### src/pkg/mic_regs.svh
// offsets, field positions, reset values and timing counts of the mac interface control block
// assumes a 32-bit apb slave on a 40 MHz clock
// Function
// - sgmii threshold code selects 5, 2, 6 or 10 bit half-full; resets to 10
// - rgmii receive delay bit delays receive clock 2 ns; resets from strap
// - rgmii transmit delay bit delays transmit clock 2 ns; resets from strap
// - rgmii select bit 1 picks rgmii, else rmii select bit decides
// - without rgmii, rmii select 1 gives rmii, 0 gives mii; strap reset
// - clock select strap: 1 means 50 MHz oscillator, 0 means 25 MHz
// - rmii revision 1.0 keeps crs_dv high until last data leaves
// - rmii revision 1.2 toggles crs_dv after carrier drops while data drains
// - overflow status reads 0 on receive buffer overflow, clears on read
// - underflow status reads 0 on receive buffer underflow, clears on read
// - elasticity field sets tolerance 5, 2, 3 or 4 bits; resets to 01
// - elasticity buffer absorbs link and rmii clock rate differences
`ifndef MIC_REGS_SVH
`define MIC_REGS_SVH

`define MIC_CTRL_IDX 8'h17
`define MIC_CTRL_ADDR 12'h05c
`define MIC_INT_STAT_ADDR 12'h100
`define MIC_INT_MASK_ADDR 12'h104

`define MIC_F_SGMII_THR 14:13
`define MIC_F_RX_DLY 12
`define MIC_F_TX_DLY 11
`define MIC_F_RGMII 9
`define MIC_F_CLK_SEL 7
`define MIC_F_RMII 5
`define MIC_F_RMII_REV 4
`define MIC_F_OVF 3
`define MIC_F_UNF 2
`define MIC_F_EB_SIZE 1:0
`define MIC_CTRL_WMASK 16'h7ff3

`define MIC_RST_SGMII_THR 2'h2
`define MIC_RST_RSV6 1'h1
`define MIC_RST_RMII_REV 1'h0
`define MIC_RST_EB_SIZE 2'h1
`define MIC_RST_INT_MASK 2'h0

`define MIC_INT_OVF 0
`define MIC_INT_UNF 1

`define MIC_CLK_PERIOD_NS 25
`define MIC_LINK_PERIOD_NS 200
`define MIC_DRAIN_CYC (`MIC_LINK_PERIOD_NS / `MIC_CLK_PERIOD_NS)
`define MIC_CLK_DLY_PS 2000
`define MIC_EB_DEPTH 16

`endif

### src/pkg/mic_pkg.sv
// types of the mac interface control block
// assumes mic_regs.svh for the numbers
package mic_pkg;

    typedef enum logic [1:0] {
        MIC_MODE_MII,
        MIC_MODE_RMII,
        MIC_MODE_RGMII
    } mic_mode_t;

    typedef enum logic [1:0] {
        MIC_EB_IDLE,
        MIC_EB_FILL,
        MIC_EB_DRAIN
    } mic_eb_state_t;

    typedef struct packed {
        logic [1:0] sgmii_thr;
        logic rx_dly;
        logic tx_dly;
        logic rsv10;
        logic rgmii;
        logic rsv8;
        logic clk_sel;
        logic rsv6;
        logic rmii;
        logic rmii_rev;
        logic [1:0] eb_size;
    } mic_ctrl_t;

    typedef struct packed {
        logic dv;
        logic [1:0] data;
    } mic_dibit_t;

    typedef struct packed {
        logic rx_dly;
        logic tx_dly;
        logic rgmii;
        logic clk_sel;
        logic rmii;
    } mic_strap_t;

endpackage

### src/hdl/mic_top.sv
// mac interface control register, rmii receive elasticity buffer and interrupt
// assumes an apb master on clk, straps and recovered receive link on pins
//
// Implementation choices: the address map and register access over APB.
`timescale 1ns/100ps
`include "mic_regs.svh"
module mic_top (
    input wire logic clk,
    input wire logic rst,
    input wire logic psel,
    input wire logic penable,
    input wire logic pwrite,
    input wire logic [11:0] paddr,
    input wire logic [31:0] pwdata,
    output logic [31:0] prdata,
    output logic pready,
    output logic pslverr,
    input wire logic strap_rx_dly,
    input wire logic strap_tx_dly,
    input wire logic strap_rgmii,
    input wire logic strap_clk_sel,
    input wire logic strap_rmii,
    input wire logic link_clk,
    input wire logic link_dv,
    input wire logic [1:0] link_data,
    output logic crs_dv,
    output logic [1:0] rxd,
    output logic [1:0] if_mode,
    output logic ref_50m,
    output logic rx_clk_dly_en,
    output logic tx_clk_dly_en,
    output logic [3:0] sgmii_thr_bits,
    output logic [2:0] eb_tol_bits,
    output logic irq
);

    // sgmii half-full level in bits
    function automatic logic [3:0] sgmii_bits(input logic [1:0] code);
        case (code)
            2'h0: sgmii_bits = 4'h5;
            2'h1: sgmii_bits = 4'h2;
            2'h2: sgmii_bits = 4'h6;
            default: sgmii_bits = 4'ha;
        endcase
    endfunction
    // elasticity tolerance in bits
    function automatic logic [2:0] tol_bits(input logic [1:0] code);
        case (code)
            2'h0: tol_bits = 3'h5;
            2'h1: tol_bits = 3'h2;
            2'h2: tol_bits = 3'h3;
            default: tol_bits = 3'h4;
        endcase
    endfunction
    localparam logic [3:0] DRAIN_CYC = 4'(`MIC_DRAIN_CYC - 1);
    localparam logic [4:0] EB_FULL = 5'(`MIC_EB_DEPTH);

    mic_pkg::mic_ctrl_t ctrl_ff;
    mic_pkg::mic_strap_t strap_raw;
    mic_pkg::mic_strap_t strap_s;
    mic_pkg::mic_dibit_t link_s;
    mic_pkg::mic_eb_state_t eb_state_ff;
    logic link_clk_s;
    logic link_clk_prev_ff;
    logic link_rise;
    logic [31:0] prdata_ff;
    logic pready_ff;
    logic pslverr_ff;
    logic wr_en;
    logic rd_en;
    logic hit_ctrl;
    logic hit_stat;
    logic hit_mask;
    logic ovf_ev_ff;
    logic unf_ev_ff;
    logic ovf_set;
    logic unf_set;
    logic [1:0] int_stat_ff;
    logic [1:0] int_mask_ff;
    logic irq_ff;
    logic [1:0] eb_mem [`MIC_EB_DEPTH];
    logic [3:0] wr_ptr_ff;
    logic [3:0] rd_ptr_ff;
    logic [4:0] cnt_ff;
    logic push;
    logic pop;
    logic [3:0] tick_cnt_ff;
    logic tick;
    logic carrier_ff;
    logic crs_dv_ff;
    logic [1:0] rxd_ff;
    logic toggle_ff;
    logic [1:0] mode_ff;
    logic ref_50m_ff;
    logic rx_dly_ff;
    logic tx_dly_ff;
    logic [3:0] sgmii_ff;
    logic [2:0] tol_ff;
    logic [15:0] ctrl_rd;

    assign strap_raw = '{rx_dly: strap_rx_dly, tx_dly: strap_tx_dly, rgmii: strap_rgmii,
                         clk_sel: strap_clk_sel, rmii: strap_rmii};
    mic_sync #(.WIDTH(5)) u_strap_sync (
        .clk(clk),
        .rst(1'b0),
        .async_in(strap_raw),
        .sync_out(strap_s)
    );
    mic_sync #(.WIDTH(4)) u_link_sync (
        .clk(clk),
        .rst(rst),
        .async_in({link_clk, link_dv, link_data}),
        .sync_out({link_clk_s, link_s})
    );
    // apb decode
    assign hit_ctrl = (paddr == `MIC_CTRL_ADDR);
    assign hit_stat = (paddr == `MIC_INT_STAT_ADDR);
    assign hit_mask = (paddr == `MIC_INT_MASK_ADDR);
    assign wr_en = psel & penable & pready_ff & pwrite;
    assign rd_en = psel & penable & pready_ff & ~pwrite;

    // status bits read 0 while an event is pending
    assign ctrl_rd = {1'b0, ctrl_ff[12:2], ~ovf_ev_ff, ~unf_ev_ff, ctrl_ff[1:0]};

    // one wait-free access: ready rises in the first access cycle
    always_ff @(posedge clk) begin
        if (rst) begin
            pready_ff <= 1'b0;
            pslverr_ff <= 1'b0;
            prdata_ff <= 32'h0;
        end else if (psel & ~penable & ~pready_ff) begin
            pready_ff <= 1'b1;
            pslverr_ff <= ~(hit_ctrl | hit_stat | hit_mask);
            if (hit_ctrl) begin
                prdata_ff <= {16'h0, ctrl_rd};
            end else if (hit_stat) begin
                prdata_ff <= {30'h0, int_stat_ff};
            end else if (hit_mask) begin
                prdata_ff <= {30'h0, int_mask_ff};
            end else begin
                prdata_ff <= 32'h0;
            end
        end else begin
            pready_ff <= 1'b0;
            pslverr_ff <= 1'b0;
        end
    end

    // control register; straps load while reset is held
    always_ff @(posedge clk) begin
        if (rst) begin
            ctrl_ff.sgmii_thr <= `MIC_RST_SGMII_THR;
            ctrl_ff.rx_dly <= strap_s.rx_dly;
            ctrl_ff.tx_dly <= strap_s.tx_dly;
            ctrl_ff.rsv10 <= 1'b0;
            ctrl_ff.rgmii <= strap_s.rgmii;
            ctrl_ff.rsv8 <= 1'b0;
            ctrl_ff.clk_sel <= strap_s.clk_sel;
            ctrl_ff.rsv6 <= `MIC_RST_RSV6;
            ctrl_ff.rmii <= strap_s.rmii;
            ctrl_ff.rmii_rev <= `MIC_RST_RMII_REV;
            ctrl_ff.eb_size <= `MIC_RST_EB_SIZE;
        end else if (wr_en & hit_ctrl) begin
            ctrl_ff <= {pwdata[`MIC_F_SGMII_THR], pwdata[`MIC_F_RX_DLY:`MIC_F_RMII_REV], pwdata[`MIC_F_EB_SIZE]};
        end
    end

    // decoded settings held in flops for the outputs
    always_ff @(posedge clk) begin
        if (rst) begin
            mode_ff <= mic_pkg::MIC_MODE_MII;
            ref_50m_ff <= 1'b0;
            rx_dly_ff <= 1'b0;
            tx_dly_ff <= 1'b0;
            sgmii_ff <= 4'h0;
            tol_ff <= 3'h0;
        end else begin
            if (ctrl_ff.rgmii) begin
                mode_ff <= mic_pkg::MIC_MODE_RGMII;
            end else if (ctrl_ff.rmii) begin
                mode_ff <= mic_pkg::MIC_MODE_RMII;
            end else begin
                mode_ff <= mic_pkg::MIC_MODE_MII;
            end
            ref_50m_ff <= ctrl_ff.clk_sel;
            rx_dly_ff <= ctrl_ff.rx_dly & ctrl_ff.rgmii;
            tx_dly_ff <= ctrl_ff.tx_dly & ctrl_ff.rgmii;
            sgmii_ff <= sgmii_bits(ctrl_ff.sgmii_thr);
            tol_ff <= tol_bits(ctrl_ff.eb_size);
        end
    end

    // link clock rising edges found from the synchronised level
    always_ff @(posedge clk) begin
        if (rst) begin
            link_clk_prev_ff <= 1'b0;
        end else begin
            link_clk_prev_ff <= link_clk_s;
        end
    end
    assign link_rise = link_clk_s & ~link_clk_prev_ff;
    assign push = link_rise & link_s.dv & (mode_ff == mic_pkg::MIC_MODE_RMII) & (cnt_ff != EB_FULL);
    assign ovf_set = link_rise & link_s.dv & (mode_ff == mic_pkg::MIC_MODE_RMII) & (cnt_ff == EB_FULL);
    assign pop = tick & (eb_state_ff == mic_pkg::MIC_EB_DRAIN) & (cnt_ff != 5'h0);
    assign unf_set = tick & (eb_state_ff == mic_pkg::MIC_EB_DRAIN) & (cnt_ff == 5'h0) & carrier_ff;
    always_ff @(posedge clk) begin
        if (push) begin
            eb_mem[wr_ptr_ff] <= link_s.data;
        end
    end
    always_ff @(posedge clk) begin
        if (rst) begin
            wr_ptr_ff <= 4'h0;
            rd_ptr_ff <= 4'h0;
            cnt_ff <= 5'h0;
        end else begin
            if (push) begin
                wr_ptr_ff <= wr_ptr_ff + 4'h1;
            end
            if (pop) begin
                rd_ptr_ff <= rd_ptr_ff + 4'h1;
            end
            if (push & ~pop) begin
                cnt_ff <= cnt_ff + 5'h1;
            end else if (pop & ~push) begin
                cnt_ff <= cnt_ff - 5'h1;
            end
        end
    end

    // rmii dibit pacing
    always_ff @(posedge clk) begin
        if (rst | tick) begin
            tick_cnt_ff <= 4'h0;
        end else begin
            tick_cnt_ff <= tick_cnt_ff + 4'h1;
        end
    end
    assign tick = (tick_cnt_ff == DRAIN_CYC);
    always_ff @(posedge clk) begin
        if (rst) begin
            carrier_ff <= 1'b0;
        end else begin
            carrier_ff <= link_s.dv & (mode_ff == mic_pkg::MIC_MODE_RMII);
        end
    end
    // drain starts once the tolerance is buffered or carrier drops
    always_ff @(posedge clk) begin
        if (rst) begin
            eb_state_ff <= mic_pkg::MIC_EB_IDLE;
        end else begin
            case (eb_state_ff)
                mic_pkg::MIC_EB_IDLE: begin
                    if (push) begin
                        eb_state_ff <= mic_pkg::MIC_EB_FILL;
                    end
                end
                mic_pkg::MIC_EB_FILL: begin
                    if ({cnt_ff, 1'b0} >= {3'h0, tol_ff} || !carrier_ff) begin
                        eb_state_ff <= mic_pkg::MIC_EB_DRAIN;
                    end
                end
                mic_pkg::MIC_EB_DRAIN: begin
                    if (tick && cnt_ff == 5'h0 && !carrier_ff) begin
                        eb_state_ff <= mic_pkg::MIC_EB_IDLE;
                    end
                end
                default: eb_state_ff <= mic_pkg::MIC_EB_IDLE;
            endcase
        end
    end

    // receive outputs toward the mac
    always_ff @(posedge clk) begin
        if (rst) begin
            crs_dv_ff <= 1'b0;
            rxd_ff <= 2'h0;
            toggle_ff <= 1'b0;
        end else if (eb_state_ff == mic_pkg::MIC_EB_IDLE) begin
            crs_dv_ff <= 1'b0;
            rxd_ff <= 2'h0;
            toggle_ff <= 1'b0;
        end else if (tick) begin
            if (pop) begin
                rxd_ff <= eb_mem[rd_ptr_ff];
            end else begin
                rxd_ff <= 2'h0;
            end
            if (eb_state_ff == mic_pkg::MIC_EB_DRAIN && cnt_ff == 5'h0 && !carrier_ff) begin
                crs_dv_ff <= 1'b0;
            end else if (!carrier_ff && !ctrl_ff.rmii_rev && eb_state_ff == mic_pkg::MIC_EB_DRAIN) begin
                toggle_ff <= ~toggle_ff;
                crs_dv_ff <= toggle_ff;
            end else begin
                crs_dv_ff <= 1'b1;
            end
        end
    end

    // pending events, cleared by a control register read, set wins
    always_ff @(posedge clk) begin
        if (rst) begin
            ovf_ev_ff <= 1'b1;
            unf_ev_ff <= 1'b1;
        end else begin
            ovf_ev_ff <= ovf_set | (ovf_ev_ff & ~(rd_en & hit_ctrl));
            unf_ev_ff <= unf_set | (unf_ev_ff & ~(rd_en & hit_ctrl));
        end
    end

    // interrupt status, write one to clear, set wins
    always_ff @(posedge clk) begin
        if (rst) begin
            int_stat_ff <= 2'h0;
        end else begin
            int_stat_ff[`MIC_INT_OVF] <= ovf_set |
                (int_stat_ff[`MIC_INT_OVF] & ~(wr_en & hit_stat & pwdata[`MIC_INT_OVF]));
            int_stat_ff[`MIC_INT_UNF] <= unf_set |
                (int_stat_ff[`MIC_INT_UNF] & ~(wr_en & hit_stat & pwdata[`MIC_INT_UNF]));
        end
    end
    always_ff @(posedge clk) begin
        if (rst) begin
            int_mask_ff <= `MIC_RST_INT_MASK;
        end else if (wr_en & hit_mask) begin
            int_mask_ff <= pwdata[1:0];
        end
    end
    always_ff @(posedge clk) begin
        if (rst) begin
            irq_ff <= 1'b0;
        end else begin
            irq_ff <= |(int_stat_ff & int_mask_ff);
        end
    end

    assign prdata = prdata_ff;
    assign pready = pready_ff;
    assign pslverr = pslverr_ff;
    assign crs_dv = crs_dv_ff;
    assign rxd = rxd_ff;
    assign if_mode = mode_ff;
    assign ref_50m = ref_50m_ff;
    assign rx_clk_dly_en = rx_dly_ff;
    assign tx_clk_dly_en = tx_dly_ff;
    assign sgmii_thr_bits = sgmii_ff;
    assign eb_tol_bits = tol_ff;
    assign irq = irq_ff;

endmodule

### src/hdl/mic_sync.sv
// two flip-flop synchroniser for levels from outside the clock domain
// assumes each bit is an independent level
`timescale 1ns/100ps
module mic_sync #(
    parameter int WIDTH = 1
) (
    input wire logic clk,
    input wire logic rst,
    input wire logic [WIDTH-1:0] async_in,
    output logic [WIDTH-1:0] sync_out
);

    logic [WIDTH-1:0] meta_ff;
    logic [WIDTH-1:0] sync_ff;

    always_ff @(posedge clk) begin
        if (rst) begin
            meta_ff <= '0;
            sync_ff <= '0;
        end else begin
            meta_ff <= async_in;
            sync_ff <= meta_ff;
        end
    end

    assign sync_out = sync_ff;

endmodule

### config.mk
export PLATFORM = sky130hd
export DESIGN_NAME = mic_top
export DESIGN_NICKNAME = d
export VERILOG_FILES = /design/src/pkg/mic_pkg.sv /design/src/hdl/mic_top.sv /design/src/hdl/mic_sync.sv
export VERILOG_INCLUDE_DIRS = /design/src /design/src/pkg
export SDC_FILE = /design/constraint.sdc
export NUM_CORES = 1
export LEC_CHECK = 0
export ABC_AREA = 1
export BUFFER_PORTS_ARGS = -buffer_cell sky130_fd_sc_hd__buf_2
export CELL_PAD_IN_SITES_DETAIL_PLACEMENT = 0
export CELL_PAD_IN_SITES_GLOBAL_PLACEMENT = 1
export CORE_ASPECT_RATIO = 1.25
export CORE_MARGIN = 5
export CORE_UTILIZATION = 41
export DETAILED_ROUTE_END_ITERATION = 12
export MAX_ROUTING_LAYER = met4
export PLACE_DENSITY_LB_ADDON = 0.1
export SYNTH_ARGS = -nofsm -noshare
export SYNTH_HDL_FRONTEND = slang
export SYNTH_SLANG_ARGS = --single-unit
### constraint.sdc
create_clock -name clk -period 2.4 [get_ports clk]
set_input_delay 0.36 -clock clk [delete_from_list [all_inputs] [get_ports clk]]
set_output_delay 0.36 -clock clk [all_outputs]
set_load 0.01 [all_outputs]
==> impl_metrics.py, run 1 <==
metrics = {
    "run_status": {
        "status": "finished, final reports clean",
    },
    "clock_tree": {
        "cts.sinks": 128,
        "cts_tree": "yes",
        "clkTransAtPathRegs_ns": 0.06,
        "h-tree-depth": 4,
        "hold_buffers": 0,
        "clock_path_buffers": 2,
        "cts_inserted_buffers": 17,
        "insertion_delay_ns": 0.41,
        "cts-root-buf": "clkbuf_16",
    },
    "die": {
        "core_sq_um": 12700,
        "die_h_um": 138,
        "initial_core_util_pct": 42.1,
        "dieArea_sq_um": 15400,
        "rows": 46,
        "dieWidth_um": 112,
        "io_pins": 108,
    },
    "global_route": {
        "grt_pass1_wl_mm": 19.0,
        "grt_usage_pct": 15.9,
        "grt_pass1_vias": 4143,
        "grt_max_degree": 55,
        "antenna_found_initial": 0,
        "grt-ovfl-total": 0,
    },
    "power": {
        "leakage_nw": 2.86,
        "power_switching_mw": 1.04,
        "power.density_nw_per_um2": 746,
        "internal_power_mw": 3.73,
        "clockPowerShare_pct": 48.9,
        "switching_share_pct": 21.7,
        "ir_drop_mv": 0.418,
        "combPwrFrac_pct": 3.4,
        "pwr-share-seq_pct": 47.7,
    },
    "timing": {
        "max_slew_margin_pct": 60.2,
        "tightest_slew_ns": 0.596,
        "tns_ns": 0,
        "skew_ns": 0.0123,
        "setup_viol": 0,
        "worst_slack_ns": 0.209,
        "maxSlewViolCount": 0,
        "hold_viol": 0,
        "rsz0062_at_grt": "false",
        "fmax_mhz": 456,
        "finalCriticalPeriod_ns": 2.19,
        "fin_crit_sh_pct": 91.3,
    },
    "critical_path": {
        "end_kind": "register",
        "worstPathRequired_ns": 2.66,
        "crit_type": "register to register",
        "arrival_ns": 2.45,
        "cp-startpoint": "tick_cnt_ff[0]",
        "crit_path_max_fanout": 3,
        "startpoint_type": "register",
        "rr_startpoint": "tick_cnt_ff[0]",
    },
    "synthesis": {
        "avgSynthCellArea_sq_um": 8.59,
        "async_reset_ff_share_pct": 0,
        "synth_area_sq_um": 5350,
        "synth_edf_count": 37,
        "ys_ff_latch": 128,
        "ys_seq_area_share_pct": 54.8,
        "synth_flop_cell": "dfxtp_1",
        "synth_cell_types": 36,
        "synth_warnings": 0,
        "syn-instance-count": 623,
    },
    "layout": {
        "multi_input_area_sq_um": 1950,
        "drive_gt1_share_pct": 19.2,
        "num_antenna_cells": 0,
        "nets": 779,
        "fin_area_sq_um": 6390,
        "ff_latch_area_sq_um": 2930,
        "syn_to_final_growth_pct": 19.5,
        "fill_cells": 1279,
    },
    "run": {
        "cap_violations": 0,
    },
    "placement": {
        "post_dp_cell_area_sq_um": 5840,
        "port-buffer-count": 71,
        "dpl.hpwl_mm": 8.56,
        "gp_congestion": 0.821,
        "preCtsSetupSlack_ns": 0.0974,
    },
    "min_path": {
        "min_from": "strap_tx_dly",
        "hold_path_class": "input pin to register",
    },
    "route": {
        "firstDrtPassIters": 4,
        "wirelength_mm": 11.6,
        "drc": 0,
        "wire_per_inst_um": 13.0,
        "dr_total_vias": 4096,
        "ant_nets": 0,
        "viasPerCell": 4.62,
        "drtIter0Drc": 192,
    },
}
-- kinds of logic after synthesis --
kind of cell,synth area share [%]
flip-flops,54.8
AND/OR/NAND/NOR,23.0
AO/OA/AOI/OAI,7.13
XOR/XNOR,0.982
adder cells (fa/ha/maj),3.88
buffers and inverters,10.1
other,0.0701
-- worst paths after layout --
check	to	slack (ns)	depth (start not counted)
worst max-delay path	cnt_ff[4]	0.21	11
worst min-delay path	u_strap_sync.meta_ff[3]	0.06	1
worst max register to register	cnt_ff[4]	0.21	11
worst min register to register	u_strap_sync.sync_out[2]	0.33	0
-- cell usage in the layout, fill, tap and decap left out, drive strengths merged --
cell / count
nand2: 121
dfxtp: 91
inv: 90
nor2: 82
buf: 81
nand3: 62
edfxtp: 37
a21oi: 37
o21ai: 23
clkbuf: 18
conb: 17
ha: 15
nor3: 9
clkinv: 8
nand4: 7
xor2: 4
o211ai: 3
nand3b: 2
a22oi: 2
xnor2: 2
clkinvlp: 2
a31oi: 1
nor3b: 1
o31ai: 1
fa: 1
bufinv: 1
-- power groups by stage --
stage	registers (mW)	clock network (mW)	logic, mW
finish	2.28	2.33	0.161
global route	2.28	2.51	0.182
CTS	2.28	2.40	0.162
detailed placement	2.32	0	0.161
global placement	2.32	0	0.159
floorplan	2.32	0	0.108
-- synth_stat cells (4+ instances only) --
master | count | area share [%]
inv_1 | 81 | 5.7
edfxtp_1 | 37 | 21
clkbuf_1 | 6 | 0.42
nor2_1 | 79 | 5.5
inv_2 | 6 | 0.42
dfxtp_1 | 91 | 34
xor2_1 | 4 | 0.65
buf_4 | 17 | 2.4
o21ai_0 | 12 | 1.1
nor3_1 | 7 | 0.65
nand2_1 | 120 | 8.4
o21ai_1 | 5 | 0.47
a21oi_1 | 35 | 3.3
nand3_1 | 60 | 5.6
o21ai_2 | 6 | 0.98
nand4_1 | 7 | 0.82
buf_2 | 6 | 0.56
ha_1 | 15 | 3.5
-- cell type report --
cell class | count | share of cell area (%)
sequential | 128 | 45.9
timing repair buffer | 81 | 6.73
clock buffer | 18 | 6.71
tap | 168 | 3.29
inverter | 87 | 5.11
multi-input combinational | 390 | 30.4
clock inverter | 14 | 1.84
-- through the flow --
| step | utilization, % | hold WS [ns] | power (mW) | cells |
|---|---|---|---|---|
| 5_1_grt | 50.3 | 0.0327 | 4.97 | 886 |
| 2_1_floorplan | - | 0.310 | 2.43 | 639 |
| 3_3_place_gp | 45.9 | 0.310 | 2.48 | 854 |
| 4_1_cts | 50.2 | 0.0359 | 4.84 | 886 |
| 3_5_place_dp | 45.9 | 0.315 | 2.48 | 854 |
| 6_report | 50.3 | 0.0586 | 4.77 | 886 |
-- registers in the layout, summed over array words and instances, names as in the netlist, 3 cells and up, named ones only --
register / count
tick_cnt_ff: 4
eb_tol_bits: 3
sgmii_thr_bits: 4
wr_ptr_ff: 4
eb_mem: 32
prdata: 15
cnt_ff: 5
rd_ptr_ff: 4
u_link_sync.meta_ff: 4
u_link_sync.sync_out: 4
u_strap_sync.sync_out: 5
u_strap_sync.meta_ff: 5
ctrl_ff: 13
-- worst max-delay path: stages (launching register included) --
cell and delay (ns):
dfxtp_1 0.35, ha_1 0.20, nand3_2 0.10, nor2_2 0.11
nand2_1 0.10, ha_1 0.26, fa_1 0.42, o21ai_1 0.17
a21oi_1 0.09, xor2_1 0.14, nand2_1 0.06, a21oi_1 0.05
-- metal layers --
| metal | GRT usage, % | wire length (um) |
|---|---|---|
| met2 | 29.3 | 6260 |
| met4 | 5.88 | 177 |
| met5 | - | 0 |
| met3 | 3.65 | 353 |
| met1 | 16.7 | 4760 |
-- repair_timing --
action	4_1_cts	5_1_grt
gates resized for setup	0	5
buffers inserted	0	0
setup endpoints to repair	0	2
No activity file was read; power rests on OpenSTA's default activity.
==> inputs of run 2 (changes only) <==
- SYNTH_HIERARCHICAL: default -> 1
==> impl_metrics.py, run 2 <==
metrics = {
    "power": {
        "leakage_nw": 2.96,
        "power.density_nw_per_um2": 788,
        "ir_drop_mv": 0.468,
    },
    "die": {
        "initial_core_util_pct": 41.4,
        "dieArea_sq_um": 15700,
        "core_sq_um": 13200,
        "rows": 47,
        "die_h_um": 139,
        "io_pins": 108,
        "dieWidth_um": 113,
    },
    "synthesis": {
        "avgSynthCellArea_sq_um": 8.50,
        "async_reset_ff_share_pct": 0,
        "synth_area_leaders": "dfxtp_1 33%, edfxtp_1 20%, nand2_1 8.0%",
        "synth_area_sq_um": 5450,
        "syn-instance-count": 641,
        "synth_flop_cell": "dfxtp_1",
        "synthMostInstantiatedCell": "nand2_1",
        "synth_warnings": 6,
        "ys_seq_area_share_pct": 53.8,
        "ys_ff_latch": 128,
        "synth_top_area_cell": "dfxtp_1",
        "yosys-top-cells-count": "116 x nand2_1, 94 x inv_1, 91 x dfxtp_1",
        "synth_cell_types": 38,
        "synth_top_area_share_pct": 33.4,
        "synth_edf_count": 37,
    },
    "clock_tree": {
        "cts.sinks": 128,
        "insertion_delay_ns": 0.41,
        "cts_tree": "yes",
        "clkTransAtPathRegs_ns": 0.06,
        "hold_buffers": 0,
        "clock_path_buffers": 2,
        "cts_inserted_buffers": 17,
        "h-tree-depth": 4,
        "cts-root-buf": "clkbuf_16",
    },
    "critical_path": {
        "crit_path_max_fanout": 3,
        "r2r_cells": 11,
        "worstPathRequired_ns": 2.67,
        "cp_cell_sequence": "ha_1 > nand3_2 > nor2_2 > nand2_2 > ha_2 > fa_1 > o21ai_0 > a21oi_1 > xor2_1 > nand2_1 > a21oi_1",
        "startpoint_type": "register",
        "crit_type": "register to register",
        "rr_startpoint": "tick_cnt_ff[0]",
        "critPathMaxStageDelay_ns": 0.40,
        "worst_path_max_delay_cell": "fa_1",
        "arrival_ns": 2.44,
        "reg2reg_to": "cnt_ff[4]",
        "end_kind": "register",
        "worst-r2r-setup-slack_ns": 0.23,
        "crit_top_cell": "a21oi_1",
    },
    "timing": {
        "hold_viol": 0,
        "fmax_mhz": 461,
        "fin_crit_sh_pct": 90.5,
        "max_slew_margin_pct": 63.9,
        "finalCriticalPeriod_ns": 2.17,
        "maxSlewViolCount": 0,
        "skew_ns": 0.00619,
        "setup_viol": 0,
        "rsz0062_at_grt": "false",
        "tns_ns": 0,
        "tightest_slew_ns": 0.540,
    },
    "min_path": {
        "hold_end": "u_strap_sync/meta_ff[4]",
        "min_from": "strap_rx_dly",
        "hold_path_class": "input pin to register",
        "holdPathStages": 3,
    },
    "route": {
        "wire_per_inst_um": 12.6,
        "drtIter0Drc": 140,
        "ant_nets": 0,
        "wirelength_mm": 11.4,
        "drc": 0,
        "firstDrtPassIters": 4,
        "viasPerCell": 4.60,
        "dr_total_vias": 4169,
    },
    "placement": {
        "dpl.hpwl_mm": 8.36,
        "post_dp_cell_area_sq_um": 5910,
        "port-buffer-count": 71,
        "gp_congestion": 0.816,
    },
    "layout": {
        "drive_gt1_share_pct": 19.2,
        "largest_reg_flops": 32,
        "mostFrequentLayoutCell": "nand2_1",
        "num_antenna_cells": 0,
        "top_register": "eb_mem",
        "syn_to_final_growth_pct": 20.1,
        "most-common-layout-cells": "116 x nand2_1, 93 x inv_1, 91 x dfxtp_1",
        "fill_cells": 1306,
        "nets": 796,
        "fin_area_sq_um": 6550,
        "utilization_pct": 49.7,
    },
    "run_status": {
        "status": "finished, final reports clean",
    },
    "global_route": {
        "antenna_found_initial": 0,
        "grt-ovfl-total": 0,
        "grt_usage_pct": 15.8,
        "grt_max_degree": 45,
        "grt_pass1_vias": 4298,
        "grt_pass1_wl_mm": 19.4,
    },
    "run": {
        "cap_violations": 0,
    },
}
## run 2: worst max-delay path by stage
stage | start | to | slack (ns) | cells past startpoint
after floorplan | tick_cnt_ff[0] | cnt_ff[4] | 0.19 | 11
after global placement | tick_cnt_ff[0] | cnt_ff[4] | 0.17 | 11
after CTS | tick_cnt_ff[0] | cnt_ff[4] | 0.10 | 13
after global routing | tick_cnt_ff[0] | cnt_ff[4] | 0.03 | 11
after detailed placement | tick_cnt_ff[0] | cnt_ff[4] | 0.12 | 13
final | tick_cnt_ff[0] | cnt_ff[4] | 0.23 | 11
## run 2: layout make-up
class	instances	area [sq um]	area share (%)
Clock inverter	14	175	2.68
Clock buffer	18	450	6.88
Sequential cell	128	2930	44.8
Multi-Input combinational cell	395	1970	30.1
Timing Repair Buffer	80	423	6.46
Inverter	100	377	5.75
Tap cell	171	214	3.27
## run 2: critical path, delay by kind of cell, from the launching register on
| family | cells | cell delay (ns) |
|---|---|---|
| compound gates | 3 | 0.33 |
| flops | 1 | 0.35 |
| simple gates | 4 | 0.38 |
| xor+xnor | 1 | 0.14 |
| fa+ha+maj | 3 | 0.84 |
## run 2: layer usage
layer  vias to the layer above  global-route usage [%]  part of all wire, %
met1                      1911                    16.4                   41
met5                         -                       -                    0
met4                         0                    5.25                  1.8
met3                        15                    4.85                  4.0
met2                        77                    28.0                   53
li1                       2166                       -                    -
## run 2: cells by family (layout without fill, tap and decap cells)
kind of cell,after synthesis,in the layout,share of synthesized area [%]
AO/OA/AOI/OAI,85,85,8.48
flip-flops,128,128,53.8
buffers and inverters,135,212,11.3
XOR/XNOR,5,5,0.804
other,1,18,0.0688
AND/OR/NAND/NOR,271,271,21.8
adder cells (fa/ha/maj),16,16,3.81
## run 2: repair_timing
action | CTS | global route
hold endpoints to repair | 0 | 0
endpoints found under the setup margin | 0 | 1
resized for setup | 0 | 4
buffers inserted | 0 | 0
## run 2: stage by stage
step	worst slack, ns	power [mW]	std cells	hold slack, ns
global route	0.0326	5.36	906	0.139
finish	0.229	5.16	906	0.150
global placement	0.175	2.51	874	0.391
detailed placement	0.121	2.52	874	0.396
floorplan	0.194	2.46	658	0.388
CTS	0.101	5.22	906	0.132
## run 2: power by group
group	internal [mW]	leakage (nW)	switching (mW)
sequential	2.26	1.09	0.0242
clock	1.71	0.307	0.980
combinational	0.0672	1.56	0.118
total	4.04	2.96	1.12
